File: src/rtl/cfs_pkg.sv
// package for the converter fault status bank: register map, bit positions, constants
// assumes one 40 MHz clock and a 32-bit Avalon-MM slave port
`default_nettype none
package cfs_pkg;
    localparam int ADDR_W = 10;
    localparam int DATA_W = 32;
    localparam int FLAG_W = 8;
    // printed offsets are register indexes; byte address is four times the index
    localparam logic [7:0] IDX_AUX_SUPPLY = 8'hD3;
    localparam logic [7:0] IDX_REGULATOR = 8'hD4;
    localparam logic [7:0] IDX_OC_THERMAL = 8'hD5;
    localparam logic [7:0] IDX_SERIOUS_OC = 8'hD6;
    localparam logic [7:0] IDX_PHASE_OC1_NOC = 8'hD9;
    localparam logic [7:0] IDX_PHASE_OC2 = 8'hDA;
    localparam logic [7:0] IDX_IRQ_MASK = 8'hE0;
    localparam logic [7:0] IDX_IRQ_STATUS = 8'hE1;
    // aux supply flags
    localparam int AUX_FLYBACK_OC = 4;
    localparam int AUX_VIN_OV = 5;
    localparam int AUX_LVBUS_UVLO = 6;
    localparam int AUX_POR = 7;
    // regulator flags
    localparam int REG_DRV_RAIL_BAD = 0;
    localparam int REG_LDO_OV = 4;
    localparam int REG_LDO_UV = 5;
    // overcurrent and thermal flags
    localparam int OCT_OC1 = 0;
    localparam int OCT_OC2 = 1;
    localparam int OCT_NOC = 2;
    localparam int OCT_CCL = 4;
    localparam int OCT_AVERAGE_CURRENT_LIMIT_PROTECTION = 5;
    localparam int OCT_THERMAL = 7;
    // serious overcurrent flags
    localparam int SER_CONT_OC2 = 2;
    localparam int SER_CONT_NOC = 4;
    // writable bit masks; reserved bits read zero
    localparam logic [7:0] AUX_MASK = 8'hF0;
    localparam logic [7:0] REG_MASK = 8'h31;
    localparam logic [7:0] OCT_MASK = 8'hB7;
    localparam logic [7:0] SER_MASK = 8'h14;
    localparam logic [7:0] FLAG_RESET = 8'h00;
    localparam int PHASES = 6;
    localparam logic [5:0] PHASE_RESET = 6'h00;
    // interrupt status bits, one per flag register
    localparam int IRQ_W = 4;
    localparam logic [3:0] IRQ_RESET = 4'h0;
    // persistence: more than three switching cycles
    localparam logic [1:0] PERSIST_LIMIT = 2'h3;
    localparam logic [1:0] PERSIST_ZERO = 2'h0;
endpackage
`default_nettype wire

File: src/rtl/cfs_fault_bank.sv
// converter fault status bank: sticky fault flags, phase records, serious
// overcurrent shutdown, interrupt, Avalon-MM slave
// assumes fault inputs are synchronous levels; sw_tick_i is a one-cycle
// pulse per switching clock cycle
`default_nettype none
// How it works
// - flyback primary overcurrent sets aux bit 4
// - supply input overvoltage sets aux bit 5
// - low-voltage bus undervoltage lockout sets aux bit 6
// - power-on reset sets aux bit 7
// - driver rail outside window sets regulator bit 0
// - regulator output overvoltage sets regulator bit 4
// - regulator output undervoltage sets regulator bit 5
// - first-level overcurrent sets bit 0, phase recorded
// - second-level overcurrent sets bit 1, phase recorded
// - negative overcurrent sets bit 2, phase recorded
// - bit 4 shows constant-current loop operation
// - average current limit fault sets bit 5
// - junction over 150 C sets bit 7
// - persistent second-level overcurrent: switches off, flag
// - persistent negative overcurrent: switches off, flag
// - flag registers byte wide, read/write, reset zero
module cfs_fault_bank (
    input wire logic clk_i, // 40 MHz clock
    input wire logic rst_i, // synchronous reset, high
    input wire logic [cfs_pkg::ADDR_W-1:0] avs_address_i, // byte address
    input wire logic avs_read_i, // read request
    input wire logic avs_write_i, // write request
    input wire logic [cfs_pkg::DATA_W-1:0] avs_writedata_i, // write data
    input wire logic [3:0] avs_byteenable_i, // byte enables
    output logic [cfs_pkg::DATA_W-1:0] avs_readdata_o, // read data
    output logic avs_waitrequest_o, // stall
    input wire logic flyback_oc_i, // flyback primary overcurrent
    input wire logic vin_ov_i, // supply input overvoltage
    input wire logic lvbus_uvlo_i, // low-voltage bus below lockout
    input wire logic por_i, // power-on reset detected
    input wire logic drv_rail_bad_i, // driver supply outside window
    input wire logic ldo_ov_i, // regulator output overvoltage
    input wire logic ldo_uv_i, // regulator output undervoltage
    input wire logic [cfs_pkg::PHASES-1:0] oc1_i, // first-level oc per phase
    input wire logic [cfs_pkg::PHASES-1:0] oc2_i, // second-level oc per phase
    input wire logic [cfs_pkg::PHASES-1:0] noc_i, // negative oc per phase
    input wire logic ccl_active_i, // constant-current loop active
    input wire logic average_current_limit_protection_i, // average current limit fault
    input wire logic over_temp_i, // junction above 150 C
    input wire logic sw_tick_i, // switching cycle pulse
    output logic fets_off_o, // force all power switches off
    output logic irq_o // interrupt, high level
);
    import cfs_pkg::*;

    logic [7:0] aux_flags, reg_flags, oct_flags, ser_flags;
    logic [5:0] phase_oc1_noc, phase_oc2;
    logic [3:0] irq_mask, irq_stat;
    logic [1:0] oc2_run, noc_run;
    wire ack = !avs_waitrequest_o; // a request was taken last cycle

    wire [7:0] idx = avs_address_i[ADDR_W-1:2];
    wire wr_hit = avs_write_i && !ack && avs_byteenable_i[0];
    wire [7:0] wd = avs_writedata_i[7:0];
    wire wr_aux = wr_hit && idx == IDX_AUX_SUPPLY;
    wire wr_reg = wr_hit && idx == IDX_REGULATOR;
    wire wr_oct = wr_hit && idx == IDX_OC_THERMAL;
    wire wr_ser = wr_hit && idx == IDX_SERIOUS_OC;
    wire wr_p1 = wr_hit && idx == IDX_PHASE_OC1_NOC;
    wire wr_p2 = wr_hit && idx == IDX_PHASE_OC2;
    wire wr_msk = wr_hit && idx == IDX_IRQ_MASK;
    wire wr_ist = wr_hit && idx == IDX_IRQ_STATUS;

    wire any_oc1 = |oc1_i;
    wire any_oc2 = |oc2_i;
    wire any_noc = |noc_i;
    wire oc2_trip = any_oc2 && sw_tick_i && oc2_run == PERSIST_LIMIT;
    wire noc_trip = any_noc && sw_tick_i && noc_run == PERSIST_LIMIT;

    logic [7:0] aux_set, reg_set, oct_set, ser_set;
    always_comb begin
        aux_set = FLAG_RESET;
        aux_set[AUX_FLYBACK_OC] = flyback_oc_i;
        aux_set[AUX_VIN_OV] = vin_ov_i;
        aux_set[AUX_LVBUS_UVLO] = lvbus_uvlo_i;
        aux_set[AUX_POR] = por_i;
        reg_set = FLAG_RESET;
        reg_set[REG_DRV_RAIL_BAD] = drv_rail_bad_i;
        reg_set[REG_LDO_OV] = ldo_ov_i;
        reg_set[REG_LDO_UV] = ldo_uv_i;
        oct_set = FLAG_RESET;
        oct_set[OCT_OC1] = any_oc1;
        oct_set[OCT_OC2] = any_oc2;
        oct_set[OCT_NOC] = any_noc;
        oct_set[OCT_AVERAGE_CURRENT_LIMIT_PROTECTION] = average_current_limit_protection_i;
        oct_set[OCT_THERMAL] = over_temp_i;
        ser_set = FLAG_RESET;
        ser_set[SER_CONT_OC2] = oc2_trip;
        ser_set[SER_CONT_NOC] = noc_trip;
    end

    // write-one-to-clear masks; a write clears only the bits written as one
    wire [7:0] clr_aux = wr_aux ? wd : FLAG_RESET;
    wire [7:0] clr_reg = wr_reg ? wd : FLAG_RESET;
    wire [7:0] clr_oct = wr_oct ? wd : FLAG_RESET;
    wire [7:0] clr_ser = wr_ser ? wd : FLAG_RESET;
    wire [5:0] clr_p1 = wr_p1 ? wd[5:0] : PHASE_RESET;
    wire [5:0] clr_p2 = wr_p2 ? wd[5:0] : PHASE_RESET;

    // set wins over clear when event and write share a cycle
    wire [7:0] next_aux = (aux_flags & ~clr_aux | aux_set) & AUX_MASK;
    wire [7:0] next_reg = (reg_flags & ~clr_reg | reg_set) & REG_MASK;
    wire [7:0] oct_sticky = (oct_flags & ~clr_oct | oct_set) & OCT_MASK;
    // constant-current loop bit is a live indicator, not sticky
    wire [7:0] next_oct = {oct_sticky[7:5], ccl_active_i, oct_sticky[3:0]};
    wire [7:0] next_ser = (ser_flags & ~clr_ser | ser_set) & SER_MASK;
    // phase records: one bit per phase, sticky like the flags
    wire [5:0] next_p1 = phase_oc1_noc & ~clr_p1 | oc1_i | noc_i;
    wire [5:0] next_p2 = phase_oc2 & ~clr_p2 | oc2_i;

    wire [3:0] irq_ev = {|ser_set, |oct_set, |reg_set, |aux_set};
    wire [3:0] next_ist = irq_stat & ~(wr_ist ? wd[3:0] : IRQ_RESET) | irq_ev;

    // persistence counters count consecutive switching cycles with the fault present
    wire [1:0] next_oc2_run = !any_oc2 ? PERSIST_ZERO :
        (sw_tick_i && oc2_run != PERSIST_LIMIT) ? oc2_run + 2'h1 : oc2_run;
    wire [1:0] next_noc_run = !any_noc ? PERSIST_ZERO :
        (sw_tick_i && noc_run != PERSIST_LIMIT) ? noc_run + 2'h1 : noc_run;

    // shutdown holds while either serious flag is set
    wire next_fets_off = |next_ser;

    logic [7:0] rd_byte;
    always_comb begin
        rd_byte = FLAG_RESET;
        unique case (idx)
            IDX_AUX_SUPPLY: rd_byte = aux_flags;
            IDX_REGULATOR: rd_byte = reg_flags;
            IDX_OC_THERMAL: rd_byte = oct_flags;
            IDX_SERIOUS_OC: rd_byte = ser_flags;
            IDX_PHASE_OC1_NOC: rd_byte = {2'h0, phase_oc1_noc};
            IDX_PHASE_OC2: rd_byte = {2'h0, phase_oc2};
            IDX_IRQ_MASK: rd_byte = {4'h0, irq_mask};
            IDX_IRQ_STATUS: rd_byte = {4'h0, irq_stat};
            default: rd_byte = FLAG_RESET;
        endcase
    end

    wire req = (avs_read_i || avs_write_i) && !ack;

    // flag registers
    always_ff @(posedge clk_i) begin
        if (rst_i) begin
            aux_flags <= FLAG_RESET;
            reg_flags <= FLAG_RESET;
            oct_flags <= FLAG_RESET;
            ser_flags <= FLAG_RESET;
        end else begin
            aux_flags <= next_aux;
            reg_flags <= next_reg;
            oct_flags <= next_oct;
            ser_flags <= next_ser;
        end
    end

    // phase location records
    always_ff @(posedge clk_i) begin
        if (rst_i) begin
            phase_oc1_noc <= PHASE_RESET;
            phase_oc2 <= PHASE_RESET;
        end else begin
            phase_oc1_noc <= next_p1;
            phase_oc2 <= next_p2;
        end
    end

    // interrupt mask, sticky status and level output
    always_ff @(posedge clk_i) begin
        if (rst_i) begin
            irq_mask <= IRQ_RESET;
            irq_stat <= IRQ_RESET;
            irq_o <= 1'b0;
        end else begin
            irq_mask <= wr_msk ? wd[3:0] : irq_mask;
            irq_stat <= next_ist;
            irq_o <= |(next_ist & irq_mask);
        end
    end

    // persistence counters and switch shutdown
    always_ff @(posedge clk_i) begin
        if (rst_i) begin
            oc2_run <= PERSIST_ZERO;
            noc_run <= PERSIST_ZERO;
            fets_off_o <= 1'b0;
        end else begin
            oc2_run <= next_oc2_run;
            noc_run <= next_noc_run;
            fets_off_o <= next_fets_off;
        end
    end

    // waitrequest drops for exactly the cycle after a request is taken
    always_ff @(posedge clk_i) begin
        if (rst_i) begin
            avs_waitrequest_o <= 1'b1;
        end else begin
            avs_waitrequest_o <= !req;
        end
    end

    // read data holds the last value read
    wire [DATA_W-1:0] next_rdata = {24'h000000, rd_byte};
    always_ff @(posedge clk_i) begin
        if (rst_i) begin
            avs_readdata_o <= '0;
        end else if (req && avs_read_i) begin
            avs_readdata_o <= next_rdata;
        end
    end

    chk_oc2_shutdown: assert property (@(posedge clk_i) disable iff (rst_i)
        oc2_trip |=> ser_flags[SER_CONT_OC2] && fets_off_o)
        else $error("persistent oc2 did not shut switches off");
    chk_noc_shutdown: assert property (@(posedge clk_i) disable iff (rst_i)
        noc_trip |=> ser_flags[SER_CONT_NOC] && fets_off_o)
        else $error("persistent noc did not shut switches off");
    chk_no_early_trip: assert property (@(posedge clk_i) disable iff (rst_i)
        $rose(ser_flags[SER_CONT_OC2]) |-> $past(oc2_run) == PERSIST_LIMIT)
        else $error("oc2 shutdown before persistence");
    chk_aux_por_set: assert property (@(posedge clk_i) disable iff (rst_i)
        por_i |=> aux_flags[AUX_POR])
        else $error("por flag not set");
    chk_aux_sticky: assert property (@(posedge clk_i) disable iff (rst_i)
        aux_flags[AUX_VIN_OV] && !wr_aux |=> aux_flags[AUX_VIN_OV])
        else $error("vin flag lost without write");
    chk_oc1_phase: assert property (@(posedge clk_i) disable iff (rst_i)
        oc1_i != PHASE_RESET |=> oct_flags[OCT_OC1] && (phase_oc1_noc & $past(oc1_i)) != 0)
        else $error("oc1 phase not recorded");
    chk_oc2_phase: assert property (@(posedge clk_i) disable iff (rst_i)
        oc2_i != PHASE_RESET |=> oct_flags[OCT_OC2] && (phase_oc2 & $past(oc2_i)) != 0)
        else $error("oc2 phase not recorded");
    chk_ccl_live: assert property (@(posedge clk_i) disable iff (rst_i)
        oct_flags[OCT_CCL] == $past(ccl_active_i))
        else $error("ccl indicator stale");
    chk_thermal_set: assert property (@(posedge clk_i) disable iff (rst_i)
        over_temp_i |=> oct_flags[OCT_THERMAL])
        else $error("thermal flag not set");
    chk_rail_set: assert property (@(posedge clk_i) disable iff (rst_i)
        drv_rail_bad_i |=> reg_flags[REG_DRV_RAIL_BAD])
        else $error("driver rail flag not set");
    chk_reset_zero: assert property (@(posedge clk_i)
        $past(rst_i) |-> aux_flags == FLAG_RESET && ser_flags == FLAG_RESET)
        else $error("flags not zero after reset");
    chk_bus_ack: assert property (@(posedge clk_i) disable iff (rst_i)
        req |=> !avs_waitrequest_o ##1 avs_waitrequest_o)
        else $error("waitrequest not released one cycle");

    // flag setting per event
    chk_flyback_set: assert property (@(posedge clk_i) disable iff (rst_i)
        flyback_oc_i |=> aux_flags[AUX_FLYBACK_OC])
        else $error("flyback flag not set");

    chk_vin_ov_set: assert property (@(posedge clk_i) disable iff (rst_i)
        vin_ov_i |=> aux_flags[AUX_VIN_OV])
        else $error("vin flag not set");

    chk_uvlo_set: assert property (@(posedge clk_i) disable iff (rst_i)
        lvbus_uvlo_i |=> aux_flags[AUX_LVBUS_UVLO])
        else $error("uvlo flag not set");

    chk_ldo_ov_set: assert property (@(posedge clk_i) disable iff (rst_i)
        ldo_ov_i |=> reg_flags[REG_LDO_OV])
        else $error("ldo ov flag not set");

    chk_ldo_uv_set: assert property (@(posedge clk_i) disable iff (rst_i)
        ldo_uv_i |=> reg_flags[REG_LDO_UV])
        else $error("ldo uv flag not set");

    chk_noc_phase: assert property (@(posedge clk_i) disable iff (rst_i)
        noc_i != PHASE_RESET |=> oct_flags[OCT_NOC] && (phase_oc1_noc & $past(noc_i)) != 0)
        else $error("noc phase not recorded");

    chk_average_current_limit_protection_set: assert property (@(posedge clk_i) disable iff (rst_i)
        average_current_limit_protection_i |=> oct_flags[OCT_AVERAGE_CURRENT_LIMIT_PROTECTION])
        else $error("average_current_limit_protection flag not set");

    // persistence and shutdown
    chk_noc_no_early: assert property (@(posedge clk_i) disable iff (rst_i)
        $rose(ser_flags[SER_CONT_NOC]) |-> $past(noc_run) == PERSIST_LIMIT)
        else $error("noc shutdown before persistence");

    chk_fets_follow: assert property (@(posedge clk_i) disable iff (rst_i)
        fets_off_o == (ser_flags != FLAG_RESET))
        else $error("shutdown not tied to serious flags");

    chk_oc2_quiet: assert property (@(posedge clk_i) disable iff (rst_i)
        !oc2_trip && !ser_flags[SER_CONT_OC2] |=> !ser_flags[SER_CONT_OC2])
        else $error("oc2 serious flag set without trip");

    chk_noc_quiet: assert property (@(posedge clk_i) disable iff (rst_i)
        !noc_trip && !ser_flags[SER_CONT_NOC] |=> !ser_flags[SER_CONT_NOC])
        else $error("noc serious flag set without trip");

    chk_oc2_run_clear: assert property (@(posedge clk_i) disable iff (rst_i)
        !any_oc2 |=> oc2_run == PERSIST_ZERO)
        else $error("oc2 run not cleared");

    chk_noc_run_clear: assert property (@(posedge clk_i) disable iff (rst_i)
        !any_noc |=> noc_run == PERSIST_ZERO)
        else $error("noc run not cleared");

    chk_reg_sticky: assert property (@(posedge clk_i) disable iff (rst_i)
        reg_flags[REG_LDO_OV] && !wr_reg |=> reg_flags[REG_LDO_OV])
        else $error("ldo flag lost without write");

    chk_oct_sticky: assert property (@(posedge clk_i) disable iff (rst_i)
        oct_flags[OCT_THERMAL] && !wr_oct |=> oct_flags[OCT_THERMAL])
        else $error("thermal flag lost without write");

    chk_ser_sticky: assert property (@(posedge clk_i) disable iff (rst_i)
        ser_flags[SER_CONT_OC2] && !wr_ser |=> ser_flags[SER_CONT_OC2])
        else $error("serious flag lost without write");

    chk_clear_works: assert property (@(posedge clk_i) disable iff (rst_i)
        wr_aux && wd[AUX_POR] && !por_i |=> !aux_flags[AUX_POR])
        else $error("por flag not cleared");

    chk_set_wins: assert property (@(posedge clk_i) disable iff (rst_i)
        wr_aux && flyback_oc_i |=> aux_flags[AUX_FLYBACK_OC])
        else $error("clear beat a live event");

    chk_aux_reserved: assert property (@(posedge clk_i) disable iff (rst_i)
        (aux_flags & ~AUX_MASK) == FLAG_RESET && (reg_flags & ~REG_MASK) == FLAG_RESET)
        else $error("reserved aux or reg bit set");

    chk_oct_reserved: assert property (@(posedge clk_i) disable iff (rst_i)
        (oct_flags & ~OCT_MASK) == FLAG_RESET && (ser_flags & ~SER_MASK) == FLAG_RESET)
        else $error("reserved oct or ser bit set");

    chk_por_quiet: assert property (@(posedge clk_i) disable iff (rst_i)
        !por_i && !wr_aux |=> aux_flags[AUX_POR] == $past(aux_flags[AUX_POR]))
        else $error("por flag moved without cause");

    chk_rail_quiet: assert property (@(posedge clk_i) disable iff (rst_i)
        !drv_rail_bad_i && !reg_flags[REG_DRV_RAIL_BAD] |=> !reg_flags[REG_DRV_RAIL_BAD])
        else $error("rail flag set without cause");

    chk_therm_quiet: assert property (@(posedge clk_i) disable iff (rst_i)
        !over_temp_i && !oct_flags[OCT_THERMAL] |=> !oct_flags[OCT_THERMAL])
        else $error("thermal flag set without cause");

    chk_irq_level: assert property (@(posedge clk_i) disable iff (rst_i)
        irq_o == ((irq_stat & $past(irq_mask)) != IRQ_RESET))
        else $error("irq level wrong");

    chk_irq_event: assert property (@(posedge clk_i) disable iff (rst_i)
        por_i |=> irq_stat[0])
        else $error("irq status not set");

    chk_read_data: assert property (@(posedge clk_i) disable iff (rst_i)
        req && avs_read_i |=> avs_readdata_o == {24'h000000, $past(rd_byte)})
        else $error("read data wrong");

    chk_read_hold: assert property (@(posedge clk_i) disable iff (rst_i)
        !(req && avs_read_i) |=> avs_readdata_o == $past(avs_readdata_o))
        else $error("read data moved");

    chk_wait_reset: assert property (@(posedge clk_i)
        $past(rst_i) |-> avs_waitrequest_o)
        else $error("waitrequest low after reset");


    cov_oc2_trip: cover property (@(posedge clk_i) disable iff (rst_i) oc2_trip);
    cov_noc_trip: cover property (@(posedge clk_i) disable iff (rst_i) noc_trip);
    cov_irq: cover property (@(posedge clk_i) disable iff (rst_i) $rose(irq_o));
    cov_clear: cover property (@(posedge clk_i) disable iff (rst_i) wr_aux && wd[AUX_POR]);
    cov_ccl_on: cover property (@(posedge clk_i) disable iff (rst_i) $rose(oct_flags[OCT_CCL]));
endmodule
`default_nettype wire

File: config.mk
export PLATFORM = sky130hd
export DESIGN_NAME = cfs_fault_bank
export DESIGN_NICKNAME = d
export VERILOG_FILES = /design/src/rtl/cfs_pkg.sv /design/src/rtl/cfs_fault_bank.sv
export SDC_FILE = /design/constraint.sdc
export NUM_CORES = 1
export LEC_CHECK = 0
export BUFFER_PORTS_ARGS = -buffer_cell sky130_fd_sc_hd__buf_2
export CELL_PAD_IN_SITES_DETAIL_PLACEMENT = 1
export CELL_PAD_IN_SITES_GLOBAL_PLACEMENT = 1
export CORE_ASPECT_RATIO = 0.9
export CORE_UTILIZATION = 34
export DETAILED_ROUTE_END_ITERATION = 16
export PLACE_DENSITY_LB_ADDON = 0.1
export SYNTH_ARGS = -nofsm -noshare
export SYNTH_HDL_FRONTEND = slang
export SYNTH_SLANG_ARGS = --single-unit
export TNS_END_PERCENT = 5
File: constraint.sdc
create_clock -name clk_i -period 2.3 [get_ports clk_i]
set_input_delay 0.345 -clock clk_i [delete_from_list [all_inputs] [get_ports clk_i]]
set_output_delay 0.345 -clock clk_i [all_outputs]
set_load 0.01 [all_outputs]
==> metrics.cfg, run 1 <==
[synthesis]
yosys-top-cells-count=50 x dfxtp_1, 44 x nand2_1, 38 x nor2_1, 28 x a21oi_1, 24 x buf_4
ys_seq_elements=50
synth_ff_type=dfxtp_1
synth.most_common_cell=dfxtp_1
ys_types=48
synthArstFlopShare=0
avgSynthCellArea_um2=8.26
synth-edff-count=0
synth_area_leader_cell=dfxtp_1
syn_inst=317
syn_area_mm2=0.00262
synth.top_cell.area_share=0.382
yosys_warnings=0
synth_area_leaders=dfxtp_1 38%, buf_4 6.9%, nand2_1 6.3%
ys_seq_area_frac=0.382

[global_routing]
grt_pass1_vias=2475
gr-total-overflow=0
grtUsageTotal=0.204
grt_pass1_wl_mm=12.7
antenna_found_initial=0
grt_max_degree=47

[outcome]
run_status=finished clean

[die]
die_x_um=94.5
rows=29
die_area_mm2=0.00805
start_util=0.361
core_area_mm2=0.00726
ios=114
fp.dieH_um=85.2

[cts]
cts_resized=0
cts_hold_buf=0
clk_path_buf_depth=2
tritoncts=built
clockRootBuffer=clkbuf_8
numCtsBuffers=5
htree_levels=2
clock_latency_ns=0.30
postCtsSetupBuffers=0
clk_pin_slew_ns=0.09
clkSinkCount=50

[sta]
slew_headroom=0.609
setup-violations-final=0
worst_slack_ns=0.598
fmax_mhz=587
tightest_slew_ns=0.585
period_minus_slack_ns=1.70
slew_viol_final=0
rsz0062_at_grt=no
skew_ns=0.00581
period_share=0.740
final.setup.tns_ns=0
finalHoldViolCount=0

[power_and_ir_drop]
total_power_mw=1.69
p_leak_nw=1.26
max-vdd-ir-drop_v=0.000193
powerDensity_mw_per_mm2=549

[layout]
area_growth_pct=17.4
fillers=929
seq_area_mm2=0.00100
multi_input_comb_area_mm2=0.00144
num_antenna_cells=0
final_layout_size_suffix_gt1_frac=0.239
nets=466

[setup_path]
cp_max_fo=7
worstPathArrival_ns=1.87
start_kind=register
path_class=reg2reg
end_kind=register
startpoint=avs_waitrequest_o$_SDFF_PP1_
required_ns=2.47
r2r_start=avs_waitrequest_o$_SDFF_PP1_

[job]
cap_violations=0

[min_path]
min_path_type=in2reg
worstHoldStart=avs_read_i

[detailed_routing]
dr.pass1.iters=4
routed_wl_mm=7.84
vias=2468
final_antenna_net_count=0
drc=0
drt_iter0_markers=105
viasPerCell=5.16
wl_per_cell_um=16.4

[placement]
globalplace.congestion=0.780
dp_slack_ns=0.329
dp_hpwl_mm=6.06
portBuffers=60

layout by cell type (no fill, tap or decap), types with 4 or more instances in the layout:
cell	Yosys	final
nand3_1	4	4
or4_1	6	6
nand2b_1	4	4
buf_2	6	60
a211oi_1	8	8
clkbuf_8	0	5
a21oi_1	28	28
buf_4	24	14
a22oi_1	8	8
inv_1	7	7
mux2i_1	9	9
o22ai_1	5	5
conb_1	1	24
nand2_1	44	44
nand3b_1	5	5
dfxtp_1	50	50
nor2b_1	6	6
nor3_1	13	13
o211ai_1	4	4
nor2_1	38	38
flip-flops by register name, summed over array words and instances (netlist names):
name	cells
irq_o	1
oc2_run	2
phase_oc2	6
fets_off_o	1
phase_oc1_noc	6
avs_waitrequest_o	1
reg_flags	3
irq_mask	4
avs_readdata_o	8
oct_flags	6
aux_flags	4
noc_run	2
ser_flags	2
irq_stat	4
per-layer routing:
metal  vias up  wire length [um]  GRT usage
li1       1217                 -          -
met1      1172              3970      0.297
met2        77              3440      0.317
met3         2               395     0.0332
met4         0                36     0.0413
met5         -                 0          0
cell families after synthesis:
group	count (synthesis)	synth area share
other	1	0.00143
DFF	50	0.382
adders and majority gates	2	0.00956
AOI/OAI and AO/OA	73	0.187
muxes	9	0.0344
xor gates and xnor gates	3	0.0100
buffers and inverters	43	0.0989
and+or+nand+nor	136	0.276
per-stage QoR:
step	instance area (um2)	hold slack (ns)	instances	utilization
2_1_floorplan	2700	0.437	340	-
3_3_place_gp	2990	0.424	471	0.412
3_5_place_dp	2990	0.436	471	0.412
4_1_cts	3070	0.254	478	0.423
5_1_grt	3070	0.259	478	0.423
6_report	3070	0.257	478	0.423
worst max-delay path, cell delays in order (launching register included):
cell and delay [ns]:
dfxtp_1 0.37, nand3_1 0.13, buf_4 0.21, nor4_2 0.31, buf_4 0.20, nand2_1 0.06
a211oi_1 0.24, nor2_1 0.06
cell type report:
cell class,instances,share of cell area
clock buffer,5,0.0224
timing repair buffer,74,0.132
tap,93,0.0379
clock inverter,2,0.00326
inverter,7,0.00855
multi-input combinational,247,0.470
sequential,50,0.326
path summary, 6_finish.rpt:
kind                            depth (start not counted)  slack, ns                           end
worst min-delay path                                    2       0.26  avs_waitrequest_o$_SDFF_PP1_
worst max-delay path                                    7       0.60   phase_oc1_noc[1]$_SDFF_PP0_
worst min register to register                          1       0.45  avs_waitrequest_o$_SDFF_PP1_
worst max register to register                          7       0.60   phase_oc1_noc[1]$_SDFF_PP0_
report_power, final:
part / switching [mW] / internal [mW]
clock network: 0.299 / 0.206
registers: 0.0274 / 0.910
logic: 0.152 / 0.0928
total: 0.478 / 1.21
No activity file was read; power rests on OpenSTA's default activity.
==> run 2, diff against run 1 <==
Clock period 2.3 ns to 1.62 ns, I/O delays scaled along.
==> metrics.cfg, run 2 (synthesis results as in run 1) <==
[outcome]
run_status=finished clean

[detailed_routing]
drt_iter0_markers=107
wl_per_cell_um=16.3
dr.pass1.iters=4
drc=0
final_antenna_net_count=0
viasPerCell=5.07
vias=2602
routed_wl_mm=8.36

[sta]
period_minus_slack_ns=1.55
period_share=0.958
finalHoldViolCount=0
rsz0062_at_grt=yes
tightest_slew_ns=0.509
setup-violations-final=0
skew_ns=0.0142
fmax_mhz=644
slew_viol_final=0
slew_headroom=0.661

[power_and_ir_drop]
total_power_mw=2.56
p_leak_nw=1.46
powerDensity_mw_per_mm2=743
max-vdd-ir-drop_v=0.000488

[layout]
multi_input_comb_area_mm2=0.00150
num_antenna_cells=0
final_cells=513
seq_area_mm2=0.00100
final_common_cell=buf_2
area_growth_pct=31.4
fillers=909
final_layout_size_suffix_gt1_frac=0.314
regMostFlops=avs_readdata_o
largest_register_ffs=8
fin_util=0.474
layout_common_cells=60 x buf_2, 49 x dfxtp_1, 45 x buf_4
nets=500

[setup_path]
startpoint=avs_waitrequest_o$_SDFF_PP1_
end_kind=register
critPathCapture=fets_off_o$_SDFF_PP0_
r2r_start=avs_waitrequest_o$_SDFF_PP1_
reg2regPathDepth=7
cp_max_fo=5
required_ns=1.78
rrSetupSlack_ns=0.07
regToRegEndpoint=fets_off_o$_SDFF_PP0_
start_kind=register
worstPathArrival_ns=1.72
path_class=reg2reg

[placement]
dp_hpwl_mm=6.60
globalplace.congestion=0.825
portBuffers=60
numPlacedInstances=505

[global_routing]
grt_pass1_vias=2609
grtUsageTotal=0.220
grt_max_degree=47
antenna_found_initial=0
gr-total-overflow=0
grt_pass1_wl_mm=13.5

[job]
cap_violations=0

[min_path]
min_path_type=in2reg

[cts]
clk_pin_slew_ns=0.09
clkSinkCount=50
clock_latency_ns=0.31
htree_levels=2
numCtsBuffers=5
clockRootBuffer=clkbuf_8
postCtsSetupBuffers=0
tritoncts=built
cts_hold_buf=0
clk_path_buf_depth=2

[die]
rows=29
die_area_mm2=0.00805
start_util=0.361
core_area_mm2=0.00726
die_x_um=94.5
ios=114
fp.dieH_um=85.2

==> run 2: changes by cell type in the layout (fill, tap and decap cells not counted), moves of 2 or more <==
cell	before	now
buf_4	14	45
a211oi_1	8	5
buf_12	0	3
a211oi_2	2	4
clkinv_2	2	0
clkinv_4	0	2
==> run 2: area by class of cell <==
type	count	share of cell area
clock inverters	2	0.00509
repair buffers	108	0.203
flip-flops and latches	50	0.291
multi-input cells	247	0.435
inverters	7	0.00764
clock buffers	6	0.0240
well taps	93	0.0338
==> run 2: worst max-delay path: stages, from the launching register on <==
cell and delay (ns):
dfxtp_2 0.36, nand3_4 0.11, buf_12 0.17, nor4_1 0.34, buf_4 0.18, nand2_1 0.05
nand2_1 0.09, a41oi_1 0.12
==> run 2: worst min path at each step <==
stage / start / to / slack [ns] / cells past startpoint
CTS: ccl_active_i / oct_flags[4]$_SDFF_PP0_ / 0.14 / 2
finish: avs_read_i / avs_waitrequest_o$_SDFF_PP1_ / 0.14 / 2
global placement: avs_readdata_o[6]$_SDFFE_PP0P_ / avs_readdata_o[6]$_SDFFE_PP0P_ / 0.44 / 2
global route: ccl_active_i / oct_flags[4]$_SDFF_PP0_ / 0.14 / 2
floorplan: avs_read_i / avs_waitrequest_o$_SDFF_PP1_ / 0.36 / 1
detailed placement: avs_readdata_o[4]$_SDFFE_PP0P_ / avs_readdata_o[4]$_SDFFE_PP0P_ / 0.45 / 2
==> run 2: timing repair <==
| action | in CTS | in global routing |
|---|---|---|
| resized for setup | 2 | 5 |
| setup endpoints to repair | 7 | 9 |
| pin swaps | 0 | 1 |
| gates cloned | 0 | 0 |
==> run 2: through the flow <==
stage	worst slack [ns]	area, um2	hold WS, ns	TNS, ns
floorplan	0.0234	2720	0.359	0
global placement	-0.165	3300	0.439	-1.97
detailed placement	-0.214	3300	0.447	-2.98
CTS	0.0191	3410	0.140	0
global route	-0.00457	3440	0.136	-0.00457
finish	0.0675	3440	0.144	0
==> run 2: metal layers <==
layer,vias to the layer above,GRT usage,wire length [um]
met4,0,0.0455,50
met3,5,0.0332,473
met5,-,0,0
met1,1220,0.317,4140
met2,90,0.345,3700
li1,1287,-,-
==> run 2: power breakdown <==
part	switching, mW	internal (mW)	leakage [nW]
sequential	0.0446	1.29	0.413
clock	0.446	0.353	0.0514
combinational	0.236	0.185	0.998
==> run 3, diff against run 2 <==
Settings changed: HOLD_SLACK_MARGIN set to 0.15.
==> metrics.cfg, run 3 (synthesis results as in run 1) <==
[outcome]
run_status=finished clean

[cts]
clockRootBuffer=clkbuf_8
clock_latency_ns=0.31
postCtsSetupBuffers=0
tritoncts=built
clkSinkCount=50
htree_levels=2
numCtsBuffers=5
clk_pin_slew_ns=0.09
clk_path_buf_depth=2

[global_routing]
grt_max_degree=47
antenna_found_initial=0
gr-total-overflow=0
grt_pass1_vias=2626
grt_pass1_wl_mm=13.5
grtUsageTotal=0.220

[setup_path]
worstPathArrival_ns=1.72
start_kind=register
cp_max_fo=5
path_class=reg2reg
end_kind=register
required_ns=1.78

[sta]
finalHoldViolCount=0
rsz0062_at_grt=yes
slew_headroom=0.665
slew_viol_final=0
fmax_mhz=645
period_share=0.957
tightest_slew_ns=0.502
period_minus_slack_ns=1.55
hold_ws_ns=0.155
skew_ns=0.0119
setup-violations-final=0

[layout]
nets=503
final_layout_size_suffix_gt1_frac=0.312
layout_common_cells=60 x buf_2, 49 x dfxtp_1, 45 x buf_4
num_antenna_cells=0
largest_register_ffs=8
fillers=906
final_common_cell=buf_2
area_growth_pct=32.6
regMostFlops=avs_readdata_o
fin_util=0.478

[detailed_routing]
viasPerCell=5.09
final_antenna_net_count=0
routed_wl_mm=8.44
wl_per_cell_um=16.4
drc=0
drt_iter0_markers=114
vias=2625
dr.pass1.iters=4

[die]
die_x_um=94.5
core_area_mm2=0.00726
start_util=0.361
rows=29
ios=114
die_area_mm2=0.00805
fp.dieH_um=85.2

[min_path]
min_path_type=in2reg

[power_and_ir_drop]
total_power_mw=2.56
p_leak_nw=1.48
max-vdd-ir-drop_v=0.000481
powerDensity_mw_per_mm2=739
pwr-share-clk=0.312
p_seq_frac=0.521
switching_power_mw=0.730
switching_share=0.285
internal_power_mw=1.84
comb_power_share=0.166

[placement]
portBuffers=60
globalplace.congestion=0.825
dp_hpwl_mm=6.60

[job]
cap_violations=0

[run 3: path summary, 6_finish.rpt]
path / slack, ns / startpoint / end / depth (start not counted)
worst max register to register: 0.07 / avs_waitrequest_o$_SDFF_PP1_ / fets_off_o$_SDFF_PP0_ / 7
worst min register to register: 0.46 / avs_readdata_o[4]$_SDFFE_PP0P_ / avs_readdata_o[4]$_SDFFE_PP0P_ / 2
worst min-delay path: 0.16 / por_i / aux_flags[7]$_SDFF_PP0_ / 3
worst max-delay path: 0.07 / avs_waitrequest_o$_SDFF_PP1_ / fets_off_o$_SDFF_PP0_ / 7
[run 3: worst max-delay path, cell delays in order, from the launching register on]
cell     delay [ns]
dfxtp_2        0.36
nand3_4        0.11
buf_12         0.16
nor4_1         0.34
buf_4          0.18
nand2_1        0.05
nand2_1        0.09
a41oi_1        0.12
[run 3: final cells by class]
| type | count | area, um2 | area share |
|---|---|---|---|
| clock buffer | 6 | 82.6 | 0.0238 |
| clock inverter | 2 | 17.5 | 0.00505 |
| inverter | 7 | 26.3 | 0.00757 |
| multi-input combinational | 247 | 1500 | 0.431 |
| sequential | 50 | 1000 | 0.289 |
| tap | 93 | 116 | 0.0335 |
| timing repair buffer | 111 | 728 | 0.210 |
[run 3: metrics by stage]
step	instance area, um2	worst slack [ns]	cells	TNS, ns
after global routing	3470	-0.00457	516	-0.00457
final	3470	0.0692	516	0
after global placement	3300	-0.165	505	-1.97
after floorplan	2720	0.0234	340	0
after detailed placement	3300	-0.214	505	-2.98
after CTS	3440	0.0191	516	0
[run 3: layer usage]
metal,track usage,part of all wire,up-vias
li1,-,-,1290
met1,0.318,0.50,1247
met2,0.347,0.44,83
met3,0.0332,0.052,5
met4,0.0455,0.0059,0
met5,0,0,-
[run 3: repair_timing]
action | in CTS | in global routing
resized for setup | 2 | 5
hold buffers | 3 | 0
endpoints found under the setup margin | 7 | 9
endpoints found under the hold margin | 3 | 0
pin swaps | 0 | 1
[run 3: power groups by stage]
stage	clock network, mW	logic, mW	registers [mW]
2_1_floorplan	0	0.240	1.35
4_1_cts	0.822	0.421	1.34
3_5_place_dp	0	0.411	1.36
6_report	0.801	0.427	1.34
3_3_place_gp	0	0.402	1.36
5_1_grt	0.865	0.473	1.34
